===== config.mk =====
export PLATFORM = sky130hd
export DESIGN_NAME = ep_fifo_alloc
export DESIGN_NICKNAME = d
export VERILOG_FILES = /design/src/hdl/ep_alloc_pkg.sv /design/src/hdl/ep_size_decode.sv /design/src/hdl/ep_prefix_alloc.sv /design/src/hdl/ep_fifo_alloc.sv
export SDC_FILE = /design/constraint.sdc
export NUM_CORES = 2
export LEC_CHECK = 0
export ABC_AREA = 0
export BUFFER_PORTS_ARGS = -buffer_cell sky130_fd_sc_hd__buf_4
export CAP_MARGIN = 20
export CELL_PAD_IN_SITES_DETAIL_PLACEMENT = 0
export CELL_PAD_IN_SITES_GLOBAL_PLACEMENT = 1
export CORE_MARGIN = 2
export CORE_UTILIZATION = 47
export CTS_CLUSTER_SIZE = 20
export DETAILED_ROUTE_END_ITERATION = 10
export PLACE_DENSITY = 0.87
export SETUP_SLACK_MARGIN = 0.4
export SLEW_MARGIN = 20
export SYNTH_ARGS = -nofsm -noshare
export SYNTH_HDL_FRONTEND = slang
export SYNTH_SLANG_ARGS = --single-unit

===== constraint.sdc =====
create_clock -name clk -period 18.7 [get_ports clk]
set_input_delay 3.74 -clock clk [delete_from_list [all_inputs] [get_ports clk]]
set_output_delay 3.74 -clock clk [all_outputs]
set_load 0.05 [all_outputs]

===== src/hdl/ep_alloc_pkg.sv =====
// Purpose: Shared constants for the endpoint configuration and FIFO allocator.
// Assumes: 16-bit register port, word-indexed register addresses.
// Notes:   Index 0 is the control OUT FIFO, index 1 control IN, 2..15 endpoints 1..14.
package ep_alloc_pkg;
  localparam int NUM_EP    = 16;
  localparam int NUM_CTRL  = 2;
  localparam int ADDR_W    = 6;
  localparam int DATA_W    = 16;
  localparam int CODE_W    = 4;
  localparam int ECR_W     = 8;
  localparam int LSIZE_W   = 10;
  localparam int PSIZE_W   = 11;
  localparam int BASE_W    = 16;
  localparam int IDX_W     = 4;
  localparam int DMA_W     = 5;
  localparam int STATUS_W  = 5;

  // Register addresses
  localparam logic [ADDR_W-1:0] ECR_BASE_ADDR   = 6'h00;
  localparam logic [ADDR_W-1:0] DMA_CFG_ADDR    = 6'h10;
  localparam logic [ADDR_W-1:0] STATUS_ADDR     = 6'h11;
  localparam logic [ADDR_W-1:0] TOTAL_ADDR      = 6'h12;
  localparam logic [ADDR_W-1:0] NONISO_ADDR     = 6'h13;
  localparam logic [1:0]        TBL_SEL_BASE    = 2'h2;
  localparam logic [1:0]        TBL_SEL_MAXPKT  = 2'h3;
  localparam logic [1:0]        TBL_SEL_ECR     = 2'h0;

  // Endpoint configuration register fields
  localparam int ECR_CODE_LSB = 0;
  localparam int ECR_ISO_BIT  = 4;
  localparam int ECR_DIR_BIT  = 5;
  localparam int ECR_EN_BIT   = 6;
  localparam int ECR_BULK_BIT = 7;
  localparam logic [ECR_W-1:0] ECR_RESET       = 8'h00;
  localparam logic [ECR_W-1:0] CTRL_OUT_ECR    = 8'h43;
  localparam logic [ECR_W-1:0] CTRL_IN_ECR     = 8'h63;

  // DMA configuration register fields
  localparam int DMA_IDX_LSB = 0;
  localparam int DMA_EN_BIT  = 4;
  localparam logic [DMA_W-1:0] DMA_RESET    = 5'h00;
  localparam logic [IDX_W-1:0] DMA_FIRST_EP = 4'h2;

  // Status register fields
  localparam int ST_ERR_BIT    = 0;
  localparam int ST_RSV_BIT    = 1;
  localparam int ST_POOL_BIT   = 2;
  localparam int ST_NONISO_BIT = 3;
  localparam int ST_DMA_BIT    = 4;

  // Pool limits in bytes
  localparam logic [BASE_W-1:0] POOL_LIMIT   = 16'h099E;
  localparam logic [BASE_W-1:0] NONISO_LIMIT = 16'h0200;

  localparam logic [CODE_W-1:0] NONISO_MAX_CODE = 4'h3;
  localparam logic [LSIZE_W-1:0] NONISO_SIZE_TBL [4] = '{10'h008, 10'h010, 10'h020, 10'h040};
  localparam logic [LSIZE_W-1:0] ISO_SIZE_TBL [16] = '{
    10'h010, 10'h020, 10'h030, 10'h040, 10'h060, 10'h080, 10'h0A0, 10'h0C0,
    10'h100, 10'h140, 10'h180, 10'h200, 10'h280, 10'h300, 10'h380, 10'h3FF};
endpackage


===== src/hdl/ep_size_decode.sv =====
// Purpose: Turns one endpoint configuration into logical and physical FIFO sizes.
// Assumes: Pure combinational, one instance per endpoint.
// Notes:   A reserved code yields zero bytes and raises rsv.
`timescale 1ns/100ps
module ep_size_decode
  import ep_alloc_pkg::*;
(
  input  wire logic [ECR_W-1:0]   endpoint_config_reg,
  input  wire logic               fixed_ctrl,
  output logic      [LSIZE_W-1:0] lsize,
  output logic      [PSIZE_W-1:0] psize,
  output logic                    rsv,
  output logic                    noniso
);
  logic              en;
  logic              iso;
  logic              dbl;
  logic [CODE_W-1:0] code;

  assign en   = endpoint_config_reg[ECR_EN_BIT];
  assign iso  = endpoint_config_reg[ECR_ISO_BIT];
  assign code = endpoint_config_reg[ECR_CODE_LSB +: CODE_W];
  // Control FIFOs are never doubled; iso and bulk always are
  assign dbl  = !fixed_ctrl && (iso || endpoint_config_reg[ECR_BULK_BIT]);                 // [RULE5] [RULE7]

  always_comb begin
    rsv   = 1'b0;
    lsize = '0;
    if (en) begin
      if (iso) begin
        lsize = ISO_SIZE_TBL[code];                                        // [RULE14]
      end else if (code <= NONISO_MAX_CODE) begin
        lsize = NONISO_SIZE_TBL[code[1:0]];                                // [RULE13]
      end else begin
        rsv = 1'b1;
      end
    end
  end

  // Disabled endpoints get no storage at all
  assign psize  = dbl ? {lsize, 1'b0} : {1'b0, lsize};                     // [RULE6] [RULE10]
  assign noniso = en && !iso;
endmodule // ep_size_decode


===== src/hdl/ep_prefix_alloc.sv =====
// Purpose: Packs enabled FIFOs back to back and sums pool usage.
// Assumes: Sizes arrive in endpoint order; pure combinational.
// Notes:   Carry chain length is NUM_EP adders; fine at 50 MHz.
`timescale 1ns/100ps
module ep_prefix_alloc
  import ep_alloc_pkg::*;
(
  input  wire logic [NUM_EP*PSIZE_W-1:0] psize_flat,
  input  wire logic [NUM_EP-1:0]         noniso_mask,
  output logic      [NUM_EP*BASE_W-1:0]  base_flat,
  output logic      [BASE_W-1:0]         total,
  output logic      [BASE_W-1:0]         noniso_total
);
  logic [BASE_W-1:0] run    [NUM_EP+1];
  logic [BASE_W-1:0] nrun   [NUM_EP+1];

  assign run[0]  = '0;
  assign nrun[0] = '0;

  for (genvar i = 0; i < NUM_EP; i++) begin : g_chain
    logic [BASE_W-1:0] sz;
    assign sz          = BASE_W'(psize_flat[i*PSIZE_W +: PSIZE_W]);
    // Ascending endpoint order, no gaps
    assign base_flat[i*BASE_W +: BASE_W] = run[i];                         // [RULE22]
    assign run[i+1]    = run[i] + sz;
    assign nrun[i+1]   = nrun[i] + (noniso_mask[i] ? sz : '0);
  end

  assign total        = run[NUM_EP];
  assign noniso_total = nrun[NUM_EP];
endmodule // ep_prefix_alloc


===== src/hdl/ep_fifo_alloc.sv =====
// Purpose: Endpoint configuration registers and shared FIFO pool allocator.
// Assumes: Single 50 MHz clock; usb_bus_reset comes from same-clock logic.
// Notes:   Results follow a register write by one clock-enabled cycle.
//
// How it works
// [RULE1] Sixteen FIFOs: control OUT and IN, then fourteen programmable endpoints.
// [RULE2] Every enabled FIFO is reachable by register-port access or the DMA path.
// [RULE3] Any endpoint may use port access; only endpoints 1..14 may use DMA.
// [RULE4] DMA target comes from a four-bit index and an enable bit.
// [RULE5] Each control FIFO is a fixed, single-buffered 64 bytes, always allocated.
// [RULE6] Double-buffer space is hidden; software only sees the logical size.
// [RULE7] Isochronous and bulk FIFOs take twice their logical size.
// [RULE8] Software keeps total physical storage at or below 2462 bytes.
// [RULE9] Software keeps non-isochronous physical storage at or below 512 bytes.
// [RULE10] Disabled endpoints get zero bytes of storage.
// [RULE11] The configured size is the largest packet the endpoint handles.
// [RULE12] Allocation depends on enable, size code and isochronous bit.
// [RULE13] Non-isochronous codes 0..3 mean 8, 16, 32, 64 bytes; others reserved.
// [RULE14] Isochronous codes give sixteen sizes from 16 up to 1023 bytes.
// [RULE15] Software must not change allocation while any FIFO holds data.
// [RULE16] A direction bit selects IN (device sends) or OUT (device receives).
// [RULE17] Software writes all sixteen configuration registers in order.
// [RULE18] Storage is assigned automatically after the configuration writes.
// [RULE19] Software acknowledges or stalls control IN depending on configuration errors.
// [RULE20] Hardware or bus reset clears programmable registers; control stays enabled.
// [RULE21] Configuration counts as valid only after enumeration completes.
// [RULE22] Enabled FIFOs are packed in endpoint order and recomputed on every write.
// [RULE23] Reserved codes or pool overflow raise a readable configuration error.
//
// Decided for this implementation: the register offsets and the strobed register port.
`timescale 1ns/100ps
module ep_fifo_alloc
  import ep_alloc_pkg::*;
(
  input  wire logic                      clk,
  input  wire logic                      arst_n,
  input  wire logic                      clk_en,
  input  wire logic                      usb_bus_reset,
  input  wire logic [ADDR_W-1:0]         reg_addr,
  input  wire logic [DATA_W-1:0]         reg_wdata,
  input  wire logic                      reg_wr,
  input  wire logic                      reg_rd,
  output logic      [DATA_W-1:0]         reg_rdata,
  output logic      [NUM_EP-1:0]         ep_enable,
  output logic      [NUM_EP-1:0]         ep_dir_in,
  output logic      [NUM_EP*BASE_W-1:0]  ep_base,
  output logic      [NUM_EP*LSIZE_W-1:0] ep_max_pkt,
  output logic                           cfg_error,
  output logic                           dma_active,
  output logic      [IDX_W-1:0]          dma_ep,
  output logic                           dma_dir_in
);
  // Reset release
  logic rst_meta_ff;
  logic rst_sync_ff;
  logic rst_n;

  // Registers
  logic [DMA_W-1:0]            dma_cfg_ff;
  logic [ECR_W-1:0]            ecr_view   [NUM_EP];
  logic [DATA_W-1:0]           rdata_ff;
  logic [DATA_W-1:0]           nxt_rdata;

  // Allocation results
  logic [NUM_EP*PSIZE_W-1:0]   psize_flat;
  logic [NUM_EP*LSIZE_W-1:0]   lsize_flat;
  logic [NUM_EP*BASE_W-1:0]    base_flat;
  logic [NUM_EP-1:0]           rsv_mask;
  logic [NUM_EP-1:0]           noniso_mask;
  logic [NUM_EP-1:0]           en_vec;
  logic [NUM_EP-1:0]           dir_vec;
  logic [BASE_W-1:0]           total;
  logic [BASE_W-1:0]           noniso_total;

  logic [NUM_EP-1:0]           ep_enable_ff;
  logic [NUM_EP-1:0]           ep_dir_in_ff;
  logic [NUM_EP*BASE_W-1:0]    ep_base_ff;
  logic [NUM_EP*LSIZE_W-1:0]   ep_max_pkt_ff;
  logic [BASE_W-1:0]           total_ff;
  logic [BASE_W-1:0]           noniso_total_ff;
  logic                        rsv_err_ff;
  logic                        pool_err_ff;
  logic                        noniso_err_ff;
  logic                        cfg_error_ff;

  // DMA selection
  logic [IDX_W-1:0]            dma_idx;
  logic                        dma_en;
  logic                        dma_idx_ok;
  logic                        dma_active_ff;
  logic [IDX_W-1:0]            dma_ep_ff;
  logic                        dma_dir_in_ff;

  logic                        ecr_sel;
  logic [STATUS_W-1:0]         status_word;

  // The first stage feeds only the second
  always_ff @(posedge clk or negedge arst_n) begin
    if (!arst_n) begin
      rst_meta_ff <= 1'b0;
      rst_sync_ff <= 1'b0;
    end else begin
      rst_meta_ff <= 1'b1;
      rst_sync_ff <= rst_meta_ff;
    end
  end
  assign rst_n = rst_sync_ff;

  assign ecr_sel = (reg_addr[ADDR_W-1:ADDR_W-2] == TBL_SEL_ECR) &&
                   (reg_addr[IDX_W] == ECR_BASE_ADDR[IDX_W]);

  // Configuration registers, one per FIFO; control entries are hard-wired
  for (genvar i = 0; i < NUM_EP; i++) begin : g_ep                        // [RULE1]
    if (i < NUM_CTRL) begin : g_ctrl
      // Writes to the control entries are ignored so they never vanish
      assign ecr_view[i] = (i == 0) ? CTRL_OUT_ECR : CTRL_IN_ECR;         // [RULE5] [RULE20]
    end else begin : g_prog
      logic [ECR_W-1:0] ecr_ff;
      always_ff @(posedge clk or negedge rst_n) begin
        if (!rst_n) begin
          ecr_ff <= ECR_RESET;                                             // [RULE20]
        end else if (clk_en) begin
          if (usb_bus_reset) begin
            ecr_ff <= ECR_RESET;                                           // [RULE20]
          end else if (reg_wr && ecr_sel && reg_addr[IDX_W-1:0] == IDX_W'(i)) begin
            ecr_ff <= reg_wdata[ECR_W-1:0];                                // [RULE12] [RULE16]
          end
        end
      end
      assign ecr_view[i] = ecr_ff;
    end

    ep_size_decode u_size (
      .endpoint_config_reg        (ecr_view[i]),
      .fixed_ctrl (i < NUM_CTRL),
      .lsize      (lsize_flat[i*LSIZE_W +: LSIZE_W]),
      .psize      (psize_flat[i*PSIZE_W +: PSIZE_W]),
      .rsv        (rsv_mask[i]),
      .noniso     (noniso_mask[i])
    );

    assign en_vec[i]  = ecr_view[i][ECR_EN_BIT];
    assign dir_vec[i] = ecr_view[i][ECR_DIR_BIT];                          // [RULE16]
  end

  ep_prefix_alloc u_alloc (
    .psize_flat   (psize_flat),
    .noniso_mask  (noniso_mask),
    .base_flat    (base_flat),
    .total        (total),
    .noniso_total (noniso_total)
  );

  // DMA configuration register
  always_ff @(posedge clk or negedge rst_n) begin
    if (!rst_n) begin
      dma_cfg_ff <= DMA_RESET;
    end else if (clk_en && reg_wr && reg_addr == DMA_CFG_ADDR) begin
      dma_cfg_ff <= reg_wdata[DMA_W-1:0];                                  // [RULE4]
    end
  end

  assign dma_idx    = dma_cfg_ff[DMA_IDX_LSB +: IDX_W];
  assign dma_en     = dma_cfg_ff[DMA_EN_BIT];
  // Indices below the first programmable endpoint select a control FIFO
  assign dma_idx_ok = (dma_idx >= DMA_FIRST_EP);                           // [RULE3]

  // DMA path follows the selected endpoint's enable and direction
  always_ff @(posedge clk or negedge rst_n) begin
    if (!rst_n) begin
      dma_active_ff <= 1'b0;
      dma_ep_ff     <= '0;
      dma_dir_in_ff <= 1'b0;
    end else if (clk_en) begin
      dma_active_ff <= dma_en && dma_idx_ok && en_vec[dma_idx];           // [RULE2] [RULE4]
      dma_ep_ff     <= dma_idx;
      dma_dir_in_ff <= dir_vec[dma_idx];                                   // [RULE16]
    end
  end

  // Recomputed every clock-enabled cycle, so any write lands here without software help
  always_ff @(posedge clk or negedge rst_n) begin
    if (!rst_n) begin
      ep_enable_ff  <= '0;
      ep_dir_in_ff  <= '0;
      ep_base_ff    <= '0;
      ep_max_pkt_ff <= '0;
    end else if (clk_en) begin
      ep_enable_ff  <= en_vec;                                             // [RULE2] [RULE10]
      ep_dir_in_ff  <= dir_vec;
      ep_base_ff    <= base_flat;                                          // [RULE18] [RULE22]
      ep_max_pkt_ff <= lsize_flat;                                         // [RULE11] [RULE6]
    end
  end

  // Pool checks; the limits are the software's to keep, this only reports
  always_ff @(posedge clk or negedge rst_n) begin
    if (!rst_n) begin
      total_ff        <= '0;
      noniso_total_ff <= '0;
      rsv_err_ff      <= 1'b0;
      pool_err_ff     <= 1'b0;
      noniso_err_ff   <= 1'b0;
      cfg_error_ff    <= 1'b0;
    end else if (clk_en) begin
      total_ff        <= total;
      noniso_total_ff <= noniso_total;
      rsv_err_ff      <= |rsv_mask;                                        // [RULE23] [RULE13]
      pool_err_ff     <= total > POOL_LIMIT;                               // [RULE23] [RULE8]
      noniso_err_ff   <= noniso_total > NONISO_LIMIT;                      // [RULE23] [RULE9]
      cfg_error_ff    <= (|rsv_mask) || (total > POOL_LIMIT) ||
                         (noniso_total > NONISO_LIMIT);                    // [RULE23]
    end
  end

  always_comb begin
    status_word                = '0;
    status_word[ST_ERR_BIT]    = cfg_error_ff;
    status_word[ST_RSV_BIT]    = rsv_err_ff;
    status_word[ST_POOL_BIT]   = pool_err_ff;
    status_word[ST_NONISO_BIT] = noniso_err_ff;
    status_word[ST_DMA_BIT]    = dma_active_ff;
  end

  // Read mux; unmapped addresses read as zero
  always_comb begin
    nxt_rdata = '0;
    if (reg_addr == DMA_CFG_ADDR) begin
      nxt_rdata = DATA_W'(dma_cfg_ff);
    end else if (reg_addr == STATUS_ADDR) begin
      nxt_rdata = DATA_W'(status_word);                                    // [RULE23]
    end else if (reg_addr == TOTAL_ADDR) begin
      nxt_rdata = total_ff;
    end else if (reg_addr == NONISO_ADDR) begin
      nxt_rdata = noniso_total_ff;
    end else if (ecr_sel) begin
      nxt_rdata = DATA_W'(ecr_view[reg_addr[IDX_W-1:0]]);
    end else if (reg_addr[ADDR_W-1:ADDR_W-2] == TBL_SEL_BASE) begin
      nxt_rdata = ep_base_ff[reg_addr[IDX_W-1:0]*BASE_W +: BASE_W];
    end else if (reg_addr[ADDR_W-1:ADDR_W-2] == TBL_SEL_MAXPKT) begin
      // Logical size only; the doubled physical share stays hidden
      nxt_rdata = DATA_W'(ep_max_pkt_ff[reg_addr[IDX_W-1:0]*LSIZE_W +: LSIZE_W]); // [RULE6]
    end
  end

  // Read data stands for exactly the cycle after the strobe
  always_ff @(posedge clk or negedge rst_n) begin
    if (!rst_n) begin
      rdata_ff <= '0;
    end else if (clk_en) begin
      rdata_ff <= reg_rd ? nxt_rdata : '0;
    end
  end

  assign reg_rdata  = rdata_ff;
  assign ep_enable  = ep_enable_ff;
  assign ep_dir_in  = ep_dir_in_ff;
  assign ep_base    = ep_base_ff;
  assign ep_max_pkt = ep_max_pkt_ff;
  assign cfg_error  = cfg_error_ff;
  assign dma_active = dma_active_ff;
  assign dma_ep     = dma_ep_ff;
  assign dma_dir_in = dma_dir_in_ff;
endmodule // ep_fifo_alloc


**Word level (Yosys, flattened, before mapping)**

Memory sizes are Yosys's and may differ from the RTL's.
Cells that the tools add are included.

- Word-level logic and storage cells: 492
- Bits in read-only memories: 2240
- Memories kept: 14
- Output and inout port bits: 471
- Bits in registers: 560
- Input bits: 28

Memories:

| memory | depth | bits a word | read ports | clocked after memory_dff | write ports | RTL line | text |
|---|---|---|---|---|---|---|---|
| (name not given) | 16 | 10 | 1 | 0 | 0 | ep_size_decode.sv:31 | `lsize = ISO_SIZE_TBL[code];` |
| (name not given) | 16 | 10 | 1 | 0 | 0 | ep_size_decode.sv:31 |  |
| (name not given) | 16 | 10 | 1 | 0 | 0 | ep_size_decode.sv:31 |  |
| (name not given) | 16 | 10 | 1 | 0 | 0 | ep_size_decode.sv:31 |  |
| (name not given) | 16 | 10 | 1 | 0 | 0 | ep_size_decode.sv:31 |  |
| (name not given) | 16 | 10 | 1 | 0 | 0 | ep_size_decode.sv:31 |  |
| 8 more memories | -- | -- | -- | -- | -- | -- |  |

- $add $sub $neg: 28
- Reduce and logical (&&, ||, !) cells: 94
- Mux-type cells: 225
- Shift operators: 2
- Eq/ne operators: 20
- Multiply operators: 1
- Bitwise operators: 30
- $lt $le $gt $ge: 47

Operator list:

| cell | count |
|---|---|
| 10-bit two-way mux | 99 |
| 11-bit two-way mux | 28 |
| 10-bit binary-select mux with 2-bit select | 14 |
| 256-bit by 9-bit indexed part select with 16-bit output | 1 |
| 8-bit two-way mux | 30 |
| 16-bit by 11-bit adder with 16-bit output | 13 |
| 16-bit adder | 13 |
| 160-bit by 9-bit indexed part select with 10-bit output | 1 |
| 16-bit two-way mux | 7 |
| 5-bit greater-or-equal comparator, second input constant | 15 |
| 4-bit inverter with 5-bit output | 15 |
| 4-bit by 2-bit <= comparator with 1-bit output, second input constant | 14 |
| 1-bit two-way mux | 44 |
| 3-bit greater-or-equal comparator, second input constant | 14 |
| 2-bit inverter with 3-bit output | 14 |
| 1-bit logical AND | 34 |
| 8-bit binary-select mux with 4-bit select | 1 |
| 4-bit == test, second input constant | 8 |
| 2-bit AND reduction | 14 |
| 2-bit nonzero test | 14 |
| 6-bit by 5-bit == test with 1-bit output, second input constant | 4 |
| 8-bit by 16-bit adder with 16-bit output, first input constant | 1 |
| 4-bit by 3-bit == test with 1-bit output, second input constant | 4 |
| 16-bit by 10-bit greater-than comparator with 1-bit output, second input constant | 1 |
| other kinds (13) | 44 |

**Depth between registers and ports, before layout**

- Depth in word-level cells: 25
- Depth in mapped cells: 66
- Gate-level depth less buffers: 66

**Cells and area by module**

Synthesis repeated with hierarchy kept, for this count alone.

- Cells, all modules: 4710
- Area total of the unflattened synthesis: 50164.4 um^2

Modules (own cells, without submodules):

| module | instances | area each (um^2) | cells each | seq. area each (um^2) |
|---|---|---|---|---|
| ep_fifo_alloc | 1 | 28207.1 | 1821 | 15564.9 |
| ep_prefix_alloc | 1 | 13875.8 | 1748 | 0.0 |
| ep_size_decode (g_ep[0].u_size ...) | 6 | 500.5 | 71 | 0.0 |
| ep_size_decode (g_ep[13].u_size ...) | 4 | 506.7 | 72 | 0.0 |
| ep_size_decode (g_ep[7].u_size ...) | 2 | 515.5 | 70 | 0.0 |
| ep_size_decode (g_ep[6].u_size) | 1 | 526.8 | 76 | 0.0 |
| ep_size_decode (g_ep[1].u_size) | 1 | 513.0 | 70 | 0.0 |
| ep_size_decode (g_ep[5].u_size) | 1 | 504.2 | 72 | 0.0 |
| ep_size_decode (g_ep[8].u_size) | 1 | 476.7 | 69 | 0.0 |

**Worst setup path before layout**

No wires, ideal clock.

- Kind: reg2reg
- Start: register g_ep[2].g_prog.ecr_ff[0]
- End: register cfg_error_ff (netlist: cfg_error)
- Period minus slack after synthesis: 11.752 ns
- Path buffers: 0
- Cell stages (with the launch flop): 55
- Slack: 6.948 ns
- Library setup time: 0.135 ns
- Required time: 18.565 ns
- Data arrival time: 11.617 ns
- Cell sequence: dfrtp_1 -> inv_1 -> ha_1 -> mux2i_1 -> nor2_1 -> o221a_2 -> mux2_2 -> ha_1 -> o211ai_1 -> or2_1 -> nand2_1 -> xor2_1 -> ha_1 -> xnor2_1 -> ha_1 -> or4_1 -> o22ai_1 -> xnor2_1 -> [... 19 more ...] -> o21a_1 -> o31a_1 -> a21oi_1 -> ha_1 -> nand3_1 -> a21oi_1 -> nor3_1 -> ha_1 -> o41ai_1 -> o31ai_1 -> and3_1 -> o31ai_4 -> nor3_2 -> nand2b_4 -> xnor2_1 -> or2_2 -> nor4b_2 -> a31oi_1

- Word-level cells in the longest chain between the ends: 25
- Elaborated cells between the ends (all ways): 50
- Classes of those cells: add/sub (28); order compare (3); mux (13); bitwise (2); reduce/logical (3); memory (1)

Ends and longest elaborated chain:

| element | RTL line | text |
|---|---|---|
| start, declared | ep_fifo_alloc.sv:118 | `logic [ECR_W-1:0] ecr_ff;` |
| start signal, assigned | ep_fifo_alloc.sv:126 | `ecr_ff <= reg_wdata[ECR_W-1:0];` |
| parallel branches: the longest is 5 deep, another holds memory read 16 x 10 bit | -- |  |
| 10-bit two-way mux * | ep_size_decode.sv:30 | `if (iso) begin` |
| 10-bit two-way mux * | ep_size_decode.sv:29 | `if (en) begin` |
| 11-bit two-way mux * | ep_size_decode.sv:41 | `assign psize = dbl ? {lsize, 1'b0} : {1'b0, lsize};` |
| 8-bit by 11-bit adder with 12-bit output * | ep_prefix_alloc.sv:25 | `assign run[i+1] = run[i] + sz;` |
| net base_flat[53] | ep_fifo_alloc.sv:67 | `logic [NUM_EP*BASE_W-1:0] base_flat;` |
| 16-bit by 11-bit adder with 16-bit output * | ep_prefix_alloc.sv:25 |  |
| net base_flat[70] | ep_fifo_alloc.sv:67 |  |
| [... 1 more ...] | -- |  |
| net base_flat[86] | ep_fifo_alloc.sv:67 |  |
| [... 1 more ...] | -- |  |
| net base_flat[103] | ep_fifo_alloc.sv:67 |  |
| [... 1 more ...] | -- |  |
| net base_flat[120] | ep_fifo_alloc.sv:67 |  |
| [... 1 more ...] | -- |  |
| net base_flat[136] | ep_fifo_alloc.sv:67 |  |
| [... 1 more ...] | -- |  |
| net base_flat[153] | ep_fifo_alloc.sv:67 |  |
| [... 1 more ...] | -- |  |
| net base_flat[170] | ep_fifo_alloc.sv:67 |  |
| [... 1 more ...] | -- |  |
| net base_flat[186] | ep_fifo_alloc.sv:67 |  |
| 16-bit by 11-bit adder with 16-bit output * | ep_prefix_alloc.sv:25 |  |
| net base_flat[202] | ep_fifo_alloc.sv:67 |  |
| 16-bit by 11-bit adder with 16-bit output * | ep_prefix_alloc.sv:25 |  |
| net base_flat[218] | ep_fifo_alloc.sv:67 |  |
| 16-bit by 11-bit adder with 16-bit output * (3 in series) | ep_prefix_alloc.sv:25 |  |
| 16-bit by 12-bit greater-than comparator with 1-bit output * | ep_fifo_alloc.sv:211 | `cfg_error_ff <= (\|rsv_mask) \|\| (total > POOL_LIMIT) \|\|` |
| 1-bit logical OR * (2 in series) | ep_fifo_alloc.sv:211 |  |
| end signal, assigned | ep_fifo_alloc.sv:211 |  |
| end, declared | ep_fifo_alloc.sv:84 | `logic cfg_error_ff;` |

Mark *: on every way through the listed nets, which the timed path passes. The select of a mux whose other input is x is not followed.
A chain may end at the register's enable or synchronous reset.

**Final worst setup path**

- Start: register g_ep[2].g_prog.ecr_ff[1]
- End: register cfg_error_ff (netlist: cfg_error)

- Word-level cells in the longest chain between the ends: 25
- Elaborated cells between the ends (all ways): 50
- Classes of those cells: add/sub (28); order compare (3); mux (13); bitwise (2); reduce/logical (3); memory (1)

Ends and longest elaborated chain:

| element | RTL line |
|---|---|
| parallel branches: the longest is 5 deep, another holds memory read 16 x 10 bit | -- |
| 10-bit two-way mux * | ep_size_decode.sv:30 |
| 10-bit two-way mux * | ep_size_decode.sv:29 |
| 11-bit two-way mux * | ep_size_decode.sv:41 |
| 8-bit by 11-bit adder with 12-bit output * | ep_prefix_alloc.sv:25 |
| net base_flat[49] | ep_fifo_alloc.sv:67 |
| 16-bit by 11-bit adder with 16-bit output * | ep_prefix_alloc.sv:25 |
| net base_flat[68] | ep_fifo_alloc.sv:67 |
| [... 1 more ...] | -- |
| net base_flat[85] | ep_fifo_alloc.sv:67 |
| [... 1 more ...] | -- |
| net base_flat[103] | ep_fifo_alloc.sv:67 |
| [... 1 more ...] | -- |
| net base_flat[120] | ep_fifo_alloc.sv:67 |
| [... 1 more ...] | -- |
| net base_flat[136] | ep_fifo_alloc.sv:67 |
| [... 1 more ...] | -- |
| net base_flat[153] | ep_fifo_alloc.sv:67 |
| [... 1 more ...] | -- |
| net base_flat[170] | ep_fifo_alloc.sv:67 |
| [... 1 more ...] | -- |
| net base_flat[186] | ep_fifo_alloc.sv:67 |
| [... 1 more ...] | -- |
| net base_flat[202] | ep_fifo_alloc.sv:67 |
| [... 1 more ...] | -- |
| net base_flat[218] | ep_fifo_alloc.sv:67 |
| 16-bit by 11-bit adder with 16-bit output * | ep_prefix_alloc.sv:25 |
| net base_flat[234] | ep_fifo_alloc.sv:67 |
| 16-bit by 11-bit adder with 16-bit output * | ep_prefix_alloc.sv:25 |
| net base_flat[250] | ep_fifo_alloc.sv:67 |
| 16-bit by 11-bit adder with 16-bit output * | ep_prefix_alloc.sv:25 |
| 16-bit by 12-bit greater-than comparator with 1-bit output * | ep_fifo_alloc.sv:211 |
| 1-bit logical OR * (2 in series) | ep_fifo_alloc.sv:211 |

Marked as above.

==> flow_metrics.py <==
metrics = {
    "run_status": {
        "outcome": "complete, no violations",
    },
    "job": {
        "cap_violations": 0,
    },
    "timing": {
        "final_hold_viol_count": 0,
        "min_period_over_period_pct": 80.83,
        "min_period_ns": 15.12,
        "rsz0062_at_grt": "false",
        "setup_viol": 0,
        "maxSlewViolCount": 0,
        "fin_skew_ns": 0.02689,
        "fmax_ghz": 0.06616,
        "max-slew-margin-rel_pct": 17.50,
        "fin_setup_tns_ns": 0,
        "worstMarginPinSlew_ns": 1.235,
    },
    "critical_path": {
        "endpoint_kind": "flop",
        "cp_data_required_time_ns": 19.17,
        "crit_path_max_fanout": 6,
        "crit_type": "reg -> reg",
        "slowest_delay_ns": 0.79,
        "cpMaxStageDelayCell": "xnor2_1",
        "cp_common_cell": "ha_1",
        "cp-start-kind": "flop",
        "worstPathArrival_ns": 15.59,
    },
    "place": {
        "dp_hpwl_um": 116200,
        "io_buffers": 415,
        "place.gp.congestion": 0.9809,
        "placedCellCount": 5393,
    },
    "floorplan": {
        "core.rowCount": 107,
        "die_y_um": 296.4,
        "ioPinCount": 499,
        "core-area_mm2": 0.08501,
        "dieArea_mm2": 0.08786,
        "start_util_pct": 47.28,
        "die_x_um": 296.4,
    },
    "clock_tree": {
        "postCtsSetupRepairBufs": 0,
        "cts_hold_buf": 0,
        "postCtsResizedCells": 0,
        "cts_tree": "yes",
        "clock_latency_ns": 0.66,
        "clock-sinks": 514,
        "clkTransAtPathRegs_ns": 0.06,
        "cts_buffers": 60,
        "cts_root_buffer": "clkbuf_16",
        "ctsLongestPathBuffers": 3,
        "cts_max_level": 2,
    },
    "logic_synthesis": {
        "yosysTopAreaCell": "dfrtp_1",
        "synth.most_common_cell": "dfrtp_1",
        "async_flop_share_pct": 100.0,
        "synthTopCellsByCount": "dfrtp_1 (514), mux2_2 (362), inv_1 (294), ha_1 (264), nor2_1 (261)",
        "syn_area_mm2": 0.04019,
        "postSynthAreaPerCell_um2": 10.16,
        "synth.top_cell.area_share_pct": 32.00,
        "yosysSeqAreaShare_pct": 32.00,
        "yosysWarnings": 0,
        "synth.distinct_cells": 100,
        "synth-edff-count": 0,
        "ys_dominant_reg_cell": "dfrtp_1",
        "ys_seq_elements": 514,
        "synthTopCellsByArea": "dfrtp_1 (32%), mux2_2 (10%), ha_1 (8.2%)",
        "synthCells": 3956,
    },
    "routing": {
        "viasPerCell": 5.889,
        "drt-wirelength-per-cell_um": 26.39,
        "vias": 32420,
        "ant_nets": 0,
        "drc_errors": 0,
        "routed_wl_um": 145300,
        "drt_iter0_drc": 3148,
        "dr.pass1.iters": 6,
    },
    "cells_and_area": {
        "drive_gt1_share_pct": 24.66,
        "synthToLayoutAreaGrowth_pct": 14.79,
        "fillers": 7657,
        "post-route-util_pct": 54.27,
        "nNetsFinal": 4742,
        "fin_cells": 5506,
    },
    "global_routing": {
        "grt_max_degree": 172,
        "grt_use_total_pct": 32.71,
        "grt_pass1_wl_um": 209100,
        "grt_pass1_vias": 31060,
        "grt_overflow": 0,
        "antenna_found_initial": 10,
    },
    "worst_hold_path": {
        "hold_path.class": "reg -> async",
    },
    "power": {
        "powerDensity_mw_per_mm2": 131.2,
        "vdd_ir_drop_max_mv": 0.1067,
        "p_leak_uw": 0.02164,
    },
}
==> state kept, by name, indices dropped and copies added, names as in the netlist, 4 cells and up <==
register,flops
total_ff,16
ep_dir_in,14
ep_enable,15
ep_base,196
dma_cfg_ff,5
reg_rdata,16
ep_max_pkt,112
noniso_total_ff,16
g_ep.g_prog.ecr_ff,112
dma_ep,4
==> critical path: cells and delay by family (launching register included) <==
kind	cells	cell delay (ns)
flops	1	0.46
xor+xnor	7	2.01
simple gates	14	3.73
compound gates	21	4.04
fa+ha+maj	14	4.57
buf+inv	1	0.07
==> path summary, 6_finish.rpt <==
path	start	to	slack, ns	depth (start not counted)
max reg2reg	g_ep[2].g_prog.ecr_ff[1]$_DFFE_PN0P_	cfg_error$_DFFE_PN0P_	3.58	57
min reg2reg	rst_n$_DFF_PN0_	ep_base[205]$_DFFE_PN0P_	0.35	0
max in group asynchronous	arst_n	rst_n$_DFF_PN0_	15.74	1
min in group clk	rst_meta_ff$_DFF_PN0_	rst_n$_DFF_PN0_	0.36	0
min	rst_n$_DFF_PN0_	ep_base[205]$_DFFE_PN0P_	0.35	0
max	g_ep[2].g_prog.ecr_ff[1]$_DFFE_PN0P_	cfg_error$_DFFE_PN0P_	3.58	57
==> power breakdown <==
group	leakage, uW	internal (uW)	switching, uW
combinational	0.0139	1250	1970
clock	0.00103	763	520
sequential	0.00668	1310	243
total	0.0216	3320	2730
==> per-layer routing <==
layer  vias to the layer above  share of wire, %  track usage, %
met5                         -             0.039               0
met4                         8               5.9           16.65
met3                       334               9.3           7.524
met2                      1478                46           51.52
met1                     16140                39           42.27
li1                      14460                 -               -
==> metrics by stage <==
stage | setup WS, ns | cell area, um^2 | hold WS, ns | total power [uW]
after global placement | 4.142 | 43960 | 0.3414 | 4602
after floorplan | 3.313 | 40780 | 0.3312 | 3751
after global routing | 2.681 | 46130 | 0.3681 | 6382
after detailed placement | 4.006 | 43970 | 0.3379 | 4651
after CTS | 3.895 | 46090 | 0.3602 | 5942
final | 3.584 | 46140 | 0.3479 | 6052
==> area by class of cell <==
class,instances,area (um^2),share of cell area [%]
antenna,3,7.507,0.01627
clock buffer,80,1707,3.699
clock inverter,29,412.9,0.8950
inverter,294,1104,2.392
multi-input combinational,3001,25250,54.73
sequential,514,12870,27.89
tap,1144,1431,3.103
timing repair buffer,441,3359,7.282
==> cells by family after synthesis <==
logic type,count (synthesis),share of synthesized area [%]
AND/OR/NAND/NOR,922,11.24
adder cells (fa/ha/maj),402,15.09
AO/OA/AOI/OAI,779,12.22
buffers and inverters,599,6.690
XOR/XNOR,154,3.723
flip-flops,514,32.00
other,2,0.01869
multiplexers,584,19.02
==> cell usage in the layout, fill, tap and decap left out, types with 24 or more instances in the layout <==
| master | Yosys | layout |
|---|---|---|
| a211oi_1 | 35 | 35 |
| a21o_1 | 34 | 34 |
| a21oi_1 | 193 | 193 |
| a31oi_1 | 33 | 33 |
| and3_1 | 26 | 26 |
| buf_4 | 112 | 436 |
| clkbuf_16 | 0 | 60 |
| conb_1 | 2 | 160 |
| dfrtp_1 | 514 | 513 |
| fa_1 | 138 | 138 |
| ha_1 | 264 | 264 |
| inv_1 | 294 | 294 |
| mux2_2 | 362 | 362 |
| mux2i_1 | 114 | 114 |
| mux4_2 | 106 | 106 |
| nand2_1 | 246 | 246 |
| nand2b_1 | 41 | 40 |
| nand3_1 | 65 | 65 |
| nand4_1 | 24 | 24 |
| nor2_1 | 261 | 261 |
| nor2b_1 | 94 | 93 |
| nor3_1 | 49 | 49 |
| nor3b_1 | 24 | 24 |
| o21a_1 | 31 | 31 |
| o21ai_0 | 248 | 248 |
| xnor2_1 | 109 | 109 |
| xor2_1 | 32 | 32 |
No activity file was read; power rests on OpenSTA's default activity.
